<file path="src/pkg/blseq_consts.vh">
// constants for the bus lock sequencer
`ifndef BLSEQ_CONSTS_VH
`define BLSEQ_CONSTS_VH
`define BLSEQ_MAX_INSNS     5'd30
`define BLSEQ_CNT_W         5
`define BLSEQ_GAP_CYCLES    2'd1
`define BLSEQ_IL_RESET      1'b0
`endif

</file>
<file path="src/core/blseq_gap_timer.v">
// minimum idle time of the lock pin between two sequences
`timescale 1ns/10ps
`include "blseq_consts.vh"
module blseq_gap_timer (
   input  wire       clock_i,
   input  wire       srst_i,
   input  wire       ce_i,
   input  wire       lock_fall_i,
   output wire       busy_o
);
   reg [1:0] gap_q;
   // load on release, count down to zero
   always @(posedge clock_i) begin
      if (srst_i) begin
         gap_q <= 2'h0;
      end else if (ce_i) begin
         if (lock_fall_i) gap_q <= `BLSEQ_GAP_CYCLES;
         else if (gap_q != 2'h0) gap_q <= gap_q - 2'h1;
      end
   end
   assign busy_o = (gap_q != 2'h0);
endmodule

</file>
<file path="src/core/blseq_insn_counter.v">
// instruction counter that limits the length of a locked sequence
`timescale 1ns/10ps
`include "blseq_consts.vh"
module blseq_insn_counter #(
   parameter [4:0] LIMIT = `BLSEQ_MAX_INSNS
) (
   input  wire       clock_i,
   input  wire       srst_i,
   input  wire       ce_i,
   input  wire       run_i,
   input  wire       clear_i,
   input  wire       step_i,
   output reg        over_o
);
   reg [4:0] cnt_q;
   // count retired instructions while a sequence runs
   always @(posedge clock_i) begin
      if (srst_i) begin
         cnt_q  <= 5'h00;
         over_o <= 1'b0;
      end else if (ce_i) begin
         if (clear_i || !run_i) begin
            cnt_q  <= 5'h00;
            over_o <= 1'b0;
         end else if (step_i) begin
            if (cnt_q == LIMIT) over_o <= 1'b1; // limit exceeded
            else cnt_q <= cnt_q + 5'h01;
         end else begin
            over_o <= 1'b0;
         end
      end
   end
endmodule

</file>
<file path="src/core/blseq_top.v">
// bus lock sequencer: lock pin, forced bus accesses, interrupt mask, length trap
//
// Overview of operation
// - after begin-lock the first data access issued to the bus drives the lock pin low.
// - external interrupts are masked from the next instruction until release.
// - after end-lock the next access, hit or miss, releases the pin and unmasks interrupts.
// - begin-lock and end-lock work at user and supervisor level alike.
// - in a sequence the first and all later accesses are forced to the bus.
// - the bus stays locked from the first bus access, or from the relock after a flag update, through the access after end-lock.
// - more than 30 instructions without release raise an instruction trap.
// - begin-lock while pending or held, and end-lock with no begin-lock, are ignored.
// - any trap taken inside the sequence sets the interlock flag.
// - the lock pin stays inactive at least one cycle between sequences.
// - the first access, if to an unaccessed page, locks briefly for the flag update, then relocks.
`timescale 1ns/10ps
`include "blseq_consts.vh"
module blseq_top (
   input  wire       clock_i,
   input  wire       srst_i,
   input  wire       ce_i,
   input  wire       insn_retire_i,
   input  wire       insn_lock_i,
   input  wire       insn_unlock_i,
   input  wire       user_mode_i,
   input  wire       mem_req_i,
   input  wire       cache_hit_i,
   input  wire       page_acc_i,
   input  wire       acc_upd_done_i,
   input  wire       mem_done_i,
   input  wire       trap_taken_i,
   input  wire       il_clear_i,
   output wire       force_bus_o,
   output wire       mem_stall_o,
   output reg        bus_lock_n_o,
   output wire       int_mask_o,
   output reg        insn_trap_o,
   output reg        interlock_flag_o
);
   localparam [2:0] ST_IDLE  = 3'd0; // no sequence
   localparam [2:0] ST_ARMED = 3'd1; // begin-lock seen, waiting for bus access
   localparam [2:0] ST_ACCUP = 3'd2; // brief lock for accessed-flag update
   localparam [2:0] ST_RELCK = 3'd3; // gap before relocking
   localparam [2:0] ST_HELD  = 3'd4; // bus locked
   localparam [2:0] ST_ENDNG = 3'd5; // end-lock seen, next access releases

   reg  [2:0] state_q;
   reg  [2:0] state_d;
   reg        lock_d;
   wire       gap_busy;
   wire       over;
   wire       in_seq;
   wire       lock_fall;
   wire       done_release;
   wire       start;

   // user_mode_i is deliberately unused: no privilege check applies
   assign start        = insn_retire_i && insn_lock_i && (state_q == ST_IDLE);
   assign in_seq       = (state_q != ST_IDLE);
   assign done_release = (state_q == ST_ENDNG) && mem_req_i && mem_done_i;
   // pin low now and released at the coming edge
   assign lock_fall    = !bus_lock_n_o && !lock_d;

   // accesses go to the bus whenever a sequence is armed or running
   assign force_bus_o = in_seq && mem_req_i;
   // hold the first locked access while the pin must stay idle
   assign mem_stall_o = mem_req_i && gap_busy &&
                        ((state_q == ST_ARMED) || (state_q == ST_RELCK));
   assign int_mask_o  = in_seq;

   // sequencer next state
   always @* begin
      state_d = state_q;
      lock_d  = 1'b0;
      case (state_q)
         ST_IDLE: begin
            if (start) state_d = ST_ARMED;
         end
         ST_ARMED: begin
            if (mem_req_i && !gap_busy) begin
               lock_d = 1'b1;
               if (!page_acc_i) state_d = ST_ACCUP;
               else state_d = ST_HELD;
            end
         end
         ST_ACCUP: begin
            lock_d = 1'b1;
            if (acc_upd_done_i) begin
               lock_d  = 1'b0;
               state_d = ST_RELCK;
            end
         end
         ST_RELCK: begin
            if (!gap_busy) begin
               lock_d  = 1'b1;
               state_d = ST_HELD;
            end
         end
         ST_HELD: begin
            lock_d = 1'b1;
            if (insn_retire_i && insn_unlock_i) state_d = ST_ENDNG;
         end
         ST_ENDNG: begin
            // keep the pin as it stands: an armed-only sequence never locks
            lock_d = !bus_lock_n_o;
            if (done_release) begin
               lock_d  = 1'b0;
               state_d = ST_IDLE;
            end
         end
         default: begin
            state_d = ST_IDLE;
         end
      endcase
      // end-lock while only armed still ends with the next access
      if ((state_q == ST_ARMED) && insn_retire_i && insn_unlock_i && !mem_req_i) begin
         state_d = ST_ENDNG;
      end
      if (over) begin
         state_d = ST_IDLE;
         lock_d  = 1'b0;
      end
   end

   // state, pin and flag registers
   always @(posedge clock_i) begin
      if (srst_i) begin
         state_q          <= ST_IDLE;
         bus_lock_n_o     <= 1'b1;
         insn_trap_o      <= 1'b0;
         interlock_flag_o <= `BLSEQ_IL_RESET;
      end else if (ce_i) begin
         state_q      <= state_d;
         bus_lock_n_o <= !lock_d;
         insn_trap_o  <= over;
         // set wins over software clear
         if ((in_seq && trap_taken_i) || over) interlock_flag_o <= 1'b1;
         else if (il_clear_i) interlock_flag_o <= 1'b0;
      end
   end

   // length limit counter
   blseq_insn_counter #(
      .LIMIT (`BLSEQ_MAX_INSNS)
   ) u_cnt (
      .clock_i (clock_i),
      .srst_i  (srst_i),
      .ce_i    (ce_i),
      .run_i   (in_seq),
      .clear_i (done_release || over),
      .step_i  (insn_retire_i),
      .over_o  (over)
   );

   // idle gap after each release
   blseq_gap_timer u_gap (
      .clock_i     (clock_i),
      .srst_i      (srst_i),
      .ce_i        (ce_i),
      .lock_fall_i (lock_fall),
      .busy_o      (gap_busy)
   );
endmodule

</file>
<file path="config.mk">
export PLATFORM = sky130hd
export DESIGN_NAME = blseq_top
export DESIGN_NICKNAME = d
export VERILOG_FILES = /design/src/core/blseq_gap_timer.v /design/src/core/blseq_insn_counter.v /design/src/core/blseq_top.v
export VERILOG_INCLUDE_DIRS = /design/src /design/src/pkg
export SDC_FILE = /design/constraint.sdc
export NUM_CORES = 1
export LEC_CHECK = 0
export BUFFER_PORTS_ARGS = -buffer_cell sky130_fd_sc_hd__buf_2
export CAP_MARGIN = 10
export CORE_UTILIZATION = 41
export CTS_BUF_LIST = sky130_fd_sc_hd__clkbuf_4 sky130_fd_sc_hd__clkbuf_8 sky130_fd_sc_hd__clkbuf_16
export CTS_CLUSTER_DIAMETER = 100
export DETAILED_ROUTE_END_ITERATION = 7
export MAX_ROUTING_LAYER = met4
export PLACE_DENSITY = 0.63
export SYNTH_ARGS = -nofsm -noshare
export SYNTH_HDL_FRONTEND = slang
export SYNTH_SLANG_ARGS = --single-unit
</file>
<file path="constraint.sdc">
create_clock -name clock_i -period 2.1 [get_ports clock_i]
set_input_delay 0.105 -clock clock_i [delete_from_list [all_inputs] [get_ports clock_i]]
set_output_delay 0.105 -clock clock_i [all_outputs]
set_load 0.01 [all_outputs]
</file>
==> results of run 1 <==
==> registers in the layout (all words and copies together) (netlist names) <==
name / count
bus_lock_n_o: 1
insn_trap_o: 1
interlock_flag_o: 1
state_q: 3
u_cnt.cnt_q: 5
u_cnt.over_o: 1
u_gap.gap_q: 2
==> stage by stage <==
step	setup slack [ns]	utilization [%]	area, sq um	hold slack (ns)	std cells
after detailed placement	0.275	47.6	1050	0.433	156
after global routing	0.113	49.2	1090	0.154	160
final	0.223	49.2	1090	0.142	160
after floorplan	0.479	-	963	0.258	117
after global placement	0.300	47.6	1050	0.426	156
after CTS	0.244	49.2	1090	0.134	160
==> where the power goes <==
part	leakage (nW)	switching [mW]	internal (mW)
registers	0.113	0.0176	0.276
logic	0.312	0.0915	0.0712
clock network	0.0210	0.0990	0.105
==> worst paths after layout <==
kind | start | to | slack, ns | depth (start not counted)
worst min register to register | insn_trap_o$_SDFFE_PP0P_ | insn_trap_o$_SDFFE_PP0P_ | 0.50 | 2
worst max-delay path | u_gap.gap_q[0]$_SDFFE_PP0P_ | u_gap.gap_q[0]$_SDFFE_PP0P_ | 0.22 | 7
worst max register to register | u_gap.gap_q[0]$_SDFFE_PP0P_ | u_gap.gap_q[0]$_SDFFE_PP0P_ | 0.22 | 7
worst min-delay path | insn_retire_i | u_cnt.over_o$_SDFFE_PP0P_ | 0.14 | 3
==> worst max-delay path, delay by kind of cell (launching register included) <==
| kind | cells | cell delay [ns] |
|---|---|---|
| AO/OA/AOI/OAI | 4 | 0.80 |
| adder cells (fa/ha/maj) | 1 | 0.28 |
| buffers and inverters | 1 | 0.06 |
| flip-flops | 1 | 0.39 |
| AND/OR/NAND/NOR | 1 | 0.26 |
==> cell usage after synthesis, types with 2 or more instances <==
cell      number
ha_1           3
nor3_1         2
nor4_1         2
nor2b_1        4
dfxtp_1       14
inv_1          4
o21ai_0        2
a31oi_1        3
mux2i_1        3
nor2_1        15
nand4_1        5
nand3_1        4
clkbuf_1       4
or2_1          2
nand2b_1       5
xor2_1         3
nand2_1        5
a21oi_1        8
==> cell type report <==
type                    count  share of cell area (%)
multi-input cells          92                    57.8
flip-flops and latches     14                    25.7
repair buffers             18                    8.51
clock buffers               4                    3.33
well taps                  28                    3.22
inverters                   4                    1.38
==> per-layer routing <==
metal  part of all wire, %  vias up  wire length [um]  global-route usage [%]
li1                      -      458                 -                       -
met2                    49       11              1050                    32.0
met5                     0        -                 0                       -
met4                  0.66        0                14                    6.94
met3                   2.9        2                62                    3.94
met1                    47      430              1000                    23.4
==> logic make-up (layout without fill, tap and decap cells) <==
logic type,Yosys count,after routing
adder cells (fa/ha/maj),3,3
buffers and inverters,11,26
flip-flops,14,14
multiplexers,4,4
AND/OR/NAND/NOR,54,54
XOR/XNOR,3,3
AO/OA/AOI/OAI,28,28
==> results.json, run 1 <==
{
  "worst-setup-path-type": "flip-flop to flip-flop",
  "synth.distinct_cells": 47,
  "via_per_inst": 5.63,
  "synth_top_area_share_pct": 29.1,
  "antenna_left": 0,
  "wl_per_cell_um": 13.3,
  "die_h_um": 50.5,
  "synth_edf_count": 0,
  "htreeDepth": 1,
  "synth_top_family_by_area": "simple AND/OR/NAND/NOR gates",
  "setup_tns_ns": 0,
  "required_ns": 2.31,
  "start_kind": "flip-flop",
  "report.final.slew_viol_count": 0,
  "multi_input_area_sq_um": 629,
  "drt-total-wl_um": 2130,
  "first_global_vias": 837,
  "coreArea_sq_mm": 0.00221,
  "nets": 150,
  "antenna_found_initial": 0,
  "synth_compound_gate_area_share_pct": 21.9,
  "gr-total-overflow": 0,
  "yosys.area_share.simple_pct": 32.1,
  "critPathMaxFanout": 7,
  "start_util_pct": 43.6,
  "hold_path.class": "input port to flip-flop",
  "drv_cap": 0,
  "max_stage_delay_ns": 0.39,
  "crit_path_end_kind": "flip-flop",
  "clockBufferDepth": 2,
  "synthAdderAreaFrac_pct": 3.90,
  "yosys.area_share.xor_xnor_pct": 2.73,
  "root_buffer": "clkbuf_4",
  "ys_seq_area_share_pct": 29.1,
  "synth_area_sq_um": 963,
  "syn_nets": 134,
  "hpwl_um": 1590,
  "grt_max_degree": 17,
  "slowest_stage": "dfxtp_1",
  "dieWidth_um": 50.5,
  "dr.pass1.iters": 4,
  "fin_worst_skew_ns": 0.0159,
  "drt_iter0_drc": 18,
  "grt_usage_pct": 19.4,
  "cts_resized": 0,
  "synthCells": 117,
  "final_hold_viol_count": 0,
  "clock_latency_ns": 0.29,
  "cts_tree": "built",
  "regArea_sq_um": 280,
  "setup_violations": 0,
  "layout_commonest_cell": "buf_2",
  "fillers": 244,
  "diodes": 0,
  "synth-seq-cells": 14,
  "rows": 17,
  "pin_count": 20,
  "clk_pin_slew_ns": 0.11,
  "rsz0062_at_grt": "false",
  "ys.flop_type": "dfxtp_1",
  "syn2layout_area_growth_pct": 13.0,
  "synth_area_per_cell_sq_um": 8.23,
  "fin_crit_sh_pct": 89.4,
  "tightest_slew_ns": 0.505,
  "period_needed_ns": 1.88,
  "p_leak_nw": 0.446,
  "synth_top_cell_by_area": "dfxtp_1",
  "postSynth.asyncResetShare_pct": 0,
  "vdd_drop_max_mv": 0.478,
  "worstPathArrival_ns": 2.08,
  "final_layout_size_suffix_gt1_share_pct": 25.8,
  "muxShareOfSynthArea_pct": 4.68,
  "status": "completed",
  "numClockSinks": 14,
  "dieArea_sq_mm": 0.00255,
  "vias": 901,
  "powerDensity_mw_per_mm2": 607,
  "grt_pass1_wl_um": 3670,
  "ys.warnings.count": 0,
  "cts_hold_buf": 0,
  "synth.top_cells.by_area": "dfxtp_1, nor2_1, a21oi_1",
  "gp_congestion": 0.826,
  "drc": 0,
  "numPortBuffers": 17,
  "path_cells": "inv_1 > ha_1 > o21a_2 > a211oi_2 > a21oi_1 > or2_1 > a311oi_2",
  "fmax_ghz": 0.533,
  "post_cts_buffers": 0,
  "relSlewSlack_pct": 66.3,
  "final_cell_mix": "buf_2, nor2_1, dfxtp_1, a21oi_1",
  "power_mw": 0.660,
  "cts-buffers-inserted": 3
}
No activity file was read; power rests on OpenSTA's default activity.
==> run 2: changes to the inputs <==
--- a/config.mk
+++ b/config.mk
@@ -16,4 +16,5 @@
 export PLACE_DENSITY = 0.63
 export SYNTH_ARGS = -nofsm -noshare
 export SYNTH_HDL_FRONTEND = slang
+export SYNTH_HIERARCHICAL = 1
 export SYNTH_SLANG_ARGS = --single-unit
==> results.json, run 2 <==
{
  "postSynth.asyncResetShare_pct": 0,
  "dr.pass1.iters": 4,
  "fillers": 224,
  "largest_reg_flops": 5,
  "drc": 0,
  "synth-seq-cells": 14,
  "final_layout_size_suffix_gt1_share_pct": 27.8,
  "drt_iter0_drc": 25,
  "p_int_mw": 0.484,
  "powerDensity_mw_per_mm2": 635,
  "status": "completed",
  "syn2layout_area_growth_pct": 14.4,
  "ys.flop_type": "dfxtp_1",
  "layout_commonest_cell": "buf_2",
  "required_ns": 2.29,
  "final_hold_viol_count": 0,
  "yosys.area_share.simple_pct": 29.0,
  "wl_per_cell_um": 12.9,
  "grt_usage_pct": 19.0,
  "grt_max_degree": 19,
  "report.final.slew_viol_count": 0,
  "switchingPower_mw": 0.223,
  "gr-total-overflow": 0,
  "coreArea_sq_mm": 0.00223,
  "fin_crit_sh_pct": 92.0,
  "fin_worst_skew_ns": 0.00299,
  "antenna_found_initial": 0,
  "utilization_pct": 49.9,
  "root_buffer": "clkbuf_4",
  "dieArea_sq_mm": 0.00258,
  "vias": 906,
  "synthCells": 114,
  "start_kind": "flip-flop",
  "cts-buffers-inserted": 3,
  "nets": 151,
  "setup_tns_ns": 0,
  "synth_edf_count": 0,
  "synth.top_cells.by_area": "dfxtp_1, mux2i_1, ha_1",
  "rsz0062_at_grt": "false",
  "clockPowerShare_pct": 28.6,
  "p_comb_share_pct": 29.3,
  "synthAdderAreaFrac_pct": 3.85,
  "ys.warnings.count": 6,
  "clock_latency_ns": 0.29,
  "cts_resized": 0,
  "p_leak_nw": 0.470,
  "reg.largest.list": "u_cnt/cnt_q x5, state_q x3, u_gap/gap_q x2",
  "crit_path_end_kind": "flip-flop",
  "grt_pass1_wl_um": 3460,
  "relSlewSlack_pct": 65.9,
  "synth_top_family_by_area": "simple AND/OR/NAND/NOR gates",
  "synth_top_area_share_pct": 28.8,
  "cts_tree": "built",
  "die_h_um": 50.8,
  "hold_path.class": "input port to flip-flop",
  "cts_hold_buf": 0,
  "synth.most_common_cell": "dfxtp_1",
  "htreeDepth": 1,
  "period_needed_ns": 1.93,
  "fmax_ghz": 0.517,
  "gp_congestion": 0.857,
  "ys_seq_area_share_pct": 28.8,
  "hpwl_um": 1550,
  "rows": 17,
  "largest_register": "u_cnt/cnt_q",
  "worst-setup-path-type": "flip-flop to flip-flop",
  "dieWidth_um": 50.8,
  "first_global_vias": 776,
  "start_util_pct": 43.6,
  "yosys.area_share.xor_xnor_pct": 0,
  "syn_nets": 131,
  "rrSetupSlack_ns": 0.17,
  "clockBufferDepth": 2,
  "tightest_slew_ns": 0.512,
  "synth.distinct_cells": 47,
  "post_cts_buffers": 0,
  "drt-total-wl_um": 2070,
  "setup_violations": 0,
  "numClockSinks": 14,
  "diodes": 0,
  "synth_compound_gate_area_share_pct": 25.0,
  "critPathMaxFanout": 3,
  "vdd_drop_max_mv": 0.456,
  "clk_pin_slew_ns": 0.09,
  "muxShareOfSynthArea_pct": 6.29,
  "antenna_left": 0,
  "via_per_inst": 5.63,
  "power.share.switching_pct": 31.6,
  "pin_count": 20,
  "final_cell_mix": "buf_2, dfxtp_1, nand2_1, nor2_1, inv_1",
  "synth_area_per_cell_sq_um": 8.55,
  "synth_area_sq_um": 975,
  "numPortBuffers": 17,
  "synth_top_cell_by_area": "dfxtp_1",
  "ys_top_cells_by_count": "dfxtp_1, nand2_1, nor2_1, inv_1",
  "drv_cap": 0,
  "worstPathArrival_ns": 2.12,
  "seqPwrFrac_pct": 42.0
}
[run 2: changes by cell type after synthesis, moves of 3 or more]
cell      delta
or4_1        +4
a21oi_1      -4
nand2b_1     -3
nor2_1       -7
nand4_1      -5
xor2_1       -3
nand2_1      +5
inv_1        +3
clkbuf_1     -4
o21ai_0      +3
[run 2: power groups by stage]
stage	clock [mW]	sequential [mW]	combinational, mW
after floorplan	0	0.299	0.152
after global placement	0	0.304	0.202
after detailed placement	0	0.304	0.207
after CTS	0.207	0.298	0.209
after global routing	0.218	0.301	0.228
final	0.203	0.297	0.207
[run 2: worst paths after layout]
kind                                                     from                       endpoint  cells after the start
worst max register to register    u_gap/gap_q[0]$_SDFFE_PP0P_    u_gap/gap_q[1]$_SDFFE_PP0P_                     10
worst max-delay path              u_gap/gap_q[0]$_SDFFE_PP0P_    u_gap/gap_q[1]$_SDFFE_PP0P_                     10
worst min register to register  interlock_flag_o$_SDFFE_PP0P_  interlock_flag_o$_SDFFE_PP0P_                      2
worst min-delay path                               il_clear_i  interlock_flag_o$_SDFFE_PP0P_                      4
[run 2: area by class of cell]
cell class	instances	area (sq um)	area share, %
flip-flops and latches	14	280	25.1
clock buffers	4	36.3	3.25
repair buffers	20	108	9.65
multi-input cells	87	626	56.1
well taps	28	35.0	3.14
inverters	8	30.0	2.69
[run 2: logic make-up (layout without fill, tap and decap cells)]
group / count (synthesis) / count (layout)
AND/OR/NAND/NOR: 46 / 46
buffers and inverters: 13 / 32
flip-flops: 14 / 14
adder cells (fa/ha/maj): 3 / 3
AO/OA/AOI/OAI: 32 / 32
multiplexers: 6 / 6
[run 2: metrics by stage]
stage | std cells | area (sq um) | total power [mW] | hold WS, ns | worst slack [ns]
2_1_floorplan | 114 | 975 | 0.450 | 0.174 | 0.329
3_3_place_gp | 157 | 1080 | 0.506 | 0.379 | 0.219
3_5_place_dp | 157 | 1080 | 0.511 | 0.385 | 0.172
4_1_cts | 161 | 1110 | 0.713 | 0.0695 | 0.157
5_1_grt | 161 | 1110 | 0.747 | 0.119 | 0.0225
6_report | 161 | 1110 | 0.707 | 0.0729 | 0.167
[run 2: worst max-delay path: stages (launching register included)]
cell       delay [ns]
dfxtp_1          0.34
inv_1            0.07
ha_1             0.24
inv_2            0.08
o21bai_1         0.12
mux2_2           0.17
a2bb2oi_1        0.21
nor2_1           0.06
nor2_1           0.18
o21ai_2          0.10
a32o_1           0.26
[run 2: metal layers]
layer | part of all wire (%) | global-route usage [%] | wire length [um] | up-vias
met5 | 0 | - | 0 | -
met4 | 2.6 | 12.5 | 53 | 0
met3 | 5.1 | 3.03 | 105 | 5
met2 | 43 | 25.1 | 893 | 31
met1 | 49 | 26.0 | 1020 | 416
li1 | - | - | - | 454
==> run 3: changes to the inputs <==
--- a/config.mk
+++ b/config.mk
@@ -10,7 +10,6 @@
 export CAP_MARGIN = 10
 export CORE_UTILIZATION = 41
 export CTS_BUF_LIST = sky130_fd_sc_hd__clkbuf_4 sky130_fd_sc_hd__clkbuf_8 sky130_fd_sc_hd__clkbuf_16
-export CTS_CLUSTER_DIAMETER = 100
 export DETAILED_ROUTE_END_ITERATION = 7
 export MAX_ROUTING_LAYER = met4
 export PLACE_DENSITY = 0.63
==> constraint.sdc (replaced) <==
create_clock -name clock_i -period 2.4 [get_ports clock_i]
set_input_delay 0.12 -clock clock_i [delete_from_list [all_inputs] [get_ports clock_i]]
set_output_delay 0.12 -clock clock_i [all_outputs]
set_load 0.01 [all_outputs]
==> results.json, run 3 (same netlist as run 2, synthesis figures left out) <==
{
  "vias": 869,
  "relSlewSlack_pct": 67.6,
  "powerDensity_mw_per_mm2": 527,
  "post_cts_buffers": 0,
  "antenna_found_initial": 0,
  "drt_iter0_drc": 21,
  "wl_per_cell_um": 13.2,
  "hold_path.class": "input port to flip-flop",
  "numClockSinks": 14,
  "postPlaceCellArea_sq_mm": 0.00106,
  "timing.rr.end": "u_gap/gap_q[1]$_SDFFE_PP0P_",
  "finalInstanceArea_sq_mm": 0.00108,
  "hp-start": "il_clear_i",
  "coreArea_sq_mm": 0.00223,
  "setup_violations": 0,
  "largest_register": "u_cnt/cnt_q",
  "p_leak_nw": 0.448,
  "cts_tree": "built",
  "maxUsedRoutingLayer": "met4",
  "reg2regPathDepth": 10,
  "cts-buffers-inserted": 3,
  "final_layout_size_suffix_gt1_share_pct": 25.6,
  "report.final.slew_viol_count": 0,
  "root_buffer": "clkbuf_4",
  "setup_ws_ns": 0.424,
  "fin_worst_skew_ns": 0.00734,
  "rsz0062_at_grt": "false",
  "reg.largest.list": "u_cnt/cnt_q x5, state_q x3, u_gap/gap_q x2",
  "gr-total-overflow": 0,
  "met3_length_um": 133,
  "power_mw": 0.568,
  "drc": 0,
  "nets": 148,
  "start_util_pct": 43.6,
  "pin_count": 20,
  "required_ns": 2.57,
  "holdPathStages": 4,
  "clk_pin_slew_ns": 0.08,
  "largest_reg_flops": 5,
  "worstPathArrival_ns": 2.15,
  "worst-setup-path-type": "flip-flop to flip-flop",
  "fin_crit_sh_pct": 82.3,
  "htreeDepth": 1,
  "cts_resized": 0,
  "start_kind": "flip-flop",
  "hpwl_um": 1510,
  "grt_usage_pct": 18.9,
  "slowest_stage": "dfxtp_1",
  "dr.pass1.iters": 4,
  "grt_max_degree": 19,
  "status": "completed",
  "met1_length_um": 1040,
  "final_cell_mix": "buf_2, dfxtp_1, nand2_1, nor2_1, inv_1",
  "period_needed_ns": 1.98,
  "dieArea_sq_mm": 0.00258,
  "grt_pass1_wl_um": 3530,
  "vdd_drop_max_mv": 0.359,
  "via_per_inst": 5.54,
  "dieWidth_um": 50.8,
  "drv_cap": 0,
  "critPathTopFamily": "compound AO/OA/AOI/OAI gates",
  "layout_commonest_cell": "buf_2",
  "crit_path_end_kind": "flip-flop",
  "fmax_ghz": 0.506,
  "syn2layout_area_growth_pct": 10.7,
  "final_hold_viol_count": 0,
  "clockBufferDepth": 2,
  "rrSetupSlack_ns": 0.42,
  "tightest_slew_ns": 0.486,
  "diodes": 0,
  "die_h_um": 50.8,
  "rr_startpoint": "u_gap/gap_q[0]$_SDFFE_PP0P_",
  "min_to": "interlock_flag_o$_SDFFE_PP0P_",
  "critPathMaxFanout": 3,
  "rows": 17,
  "numPortBuffers": 17,
  "crit_top_cell": "nor2_1",
  "drt-total-wl_um": 2070,
  "critPathBufInv": 2,
  "gp_congestion": 0.873,
  "max_stage_delay_ns": 0.34,
  "setup_tns_ns": 0,
  "wl_met2_um": 874,
  "antenna_left": 0,
  "first_global_vias": 760,
  "fillers": 222,
  "cts_hold_buf": 0,
  "pre_cts_slack_ns": 0.449,
  "clock_latency_ns": 0.28,
  "path_cells": "inv_1 > ha_1 > inv_2 > o21bai_1 > mux2_2 > a2bb2oi_1 > nor2_1 > nor2_1 > o21ai_2 > a32o_1"
}
==> run 3: worst max path at each step <==
stage	start	endpoint	slack, ns	cells past startpoint
4_1_cts	u_gap/gap_q[0]$_SDFFE_PP0P_	u_gap/gap_q[1]$_SDFFE_PP0P_	0.43	10
3_3_place_gp	u_gap/gap_q[0]$_SDFFE_PP0P_	u_gap/gap_q[1]$_SDFFE_PP0P_	0.51	10
6_report	u_gap/gap_q[0]$_SDFFE_PP0P_	u_gap/gap_q[1]$_SDFFE_PP0P_	0.42	10
3_5_place_dp	u_gap/gap_q[0]$_SDFFE_PP0P_	u_gap/gap_q[1]$_SDFFE_PP0P_	0.45	10
2_1_floorplan	u_gap/gap_q[0]$_SDFFE_PP0P_	u_gap/gap_q[0]$_SDFFE_PP0P_	0.63	11
5_1_grt	u_gap/gap_q[0]$_SDFFE_PP0P_	u_gap/gap_q[1]$_SDFFE_PP0P_	0.23	10
==> run 3: area by class of cell <==
cell class	count	area (sq um)	share of cell area, %
clock buffers	3	22.5	2.09
inverters	8	30.0	2.78
multi-input cells	87	626	58.0
flip-flops and latches	14	280	26.0
well taps	28	35.0	3.25
repair buffers	17	85.1	7.89
==> run 3: worst reg2reg max path: cells and delay by family, from the launching register on <==
| family | cells | cell delay (ns) |
|---|---|---|
| AO/OA/AOI/OAI | 4 | 0.72 |
| flip-flops | 1 | 0.34 |
| AND/OR/NAND/NOR | 2 | 0.26 |
| adder cells (fa/ha/maj) | 1 | 0.24 |
| multiplexers | 1 | 0.17 |
| buffers and inverters | 2 | 0.15 |
==> run 3: report_power, final <==
part	internal [mW]	total, mW	switching, mW	leakage [nW]
logic	0.0796	0.174	0.0949	0.321
clock network	0.0581	0.133	0.0747	0.0138
registers	0.245	0.261	0.0154	0.113
==> run 3: stage by stage <==
step	hold WS, ns	util (%)	instances
6_report	0.114	48.3	157
4_1_cts	0.105	48.3	157
2_1_floorplan	0.189	-	114
3_3_place_gp	0.395	47.3	154
3_5_place_dp	0.403	47.3	154
5_1_grt	0.145	48.3	157
==> run 3: per-layer routing <==
| layer | vias up | track usage [%] |
|---|---|---|
| li1 | 449 | - |
| met1 | 391 | 25.5 |
| met2 | 27 | 26.9 |
| met3 | 2 | 6.67 |
| met4 | 0 | 4.17 |
| met5 | - | - |
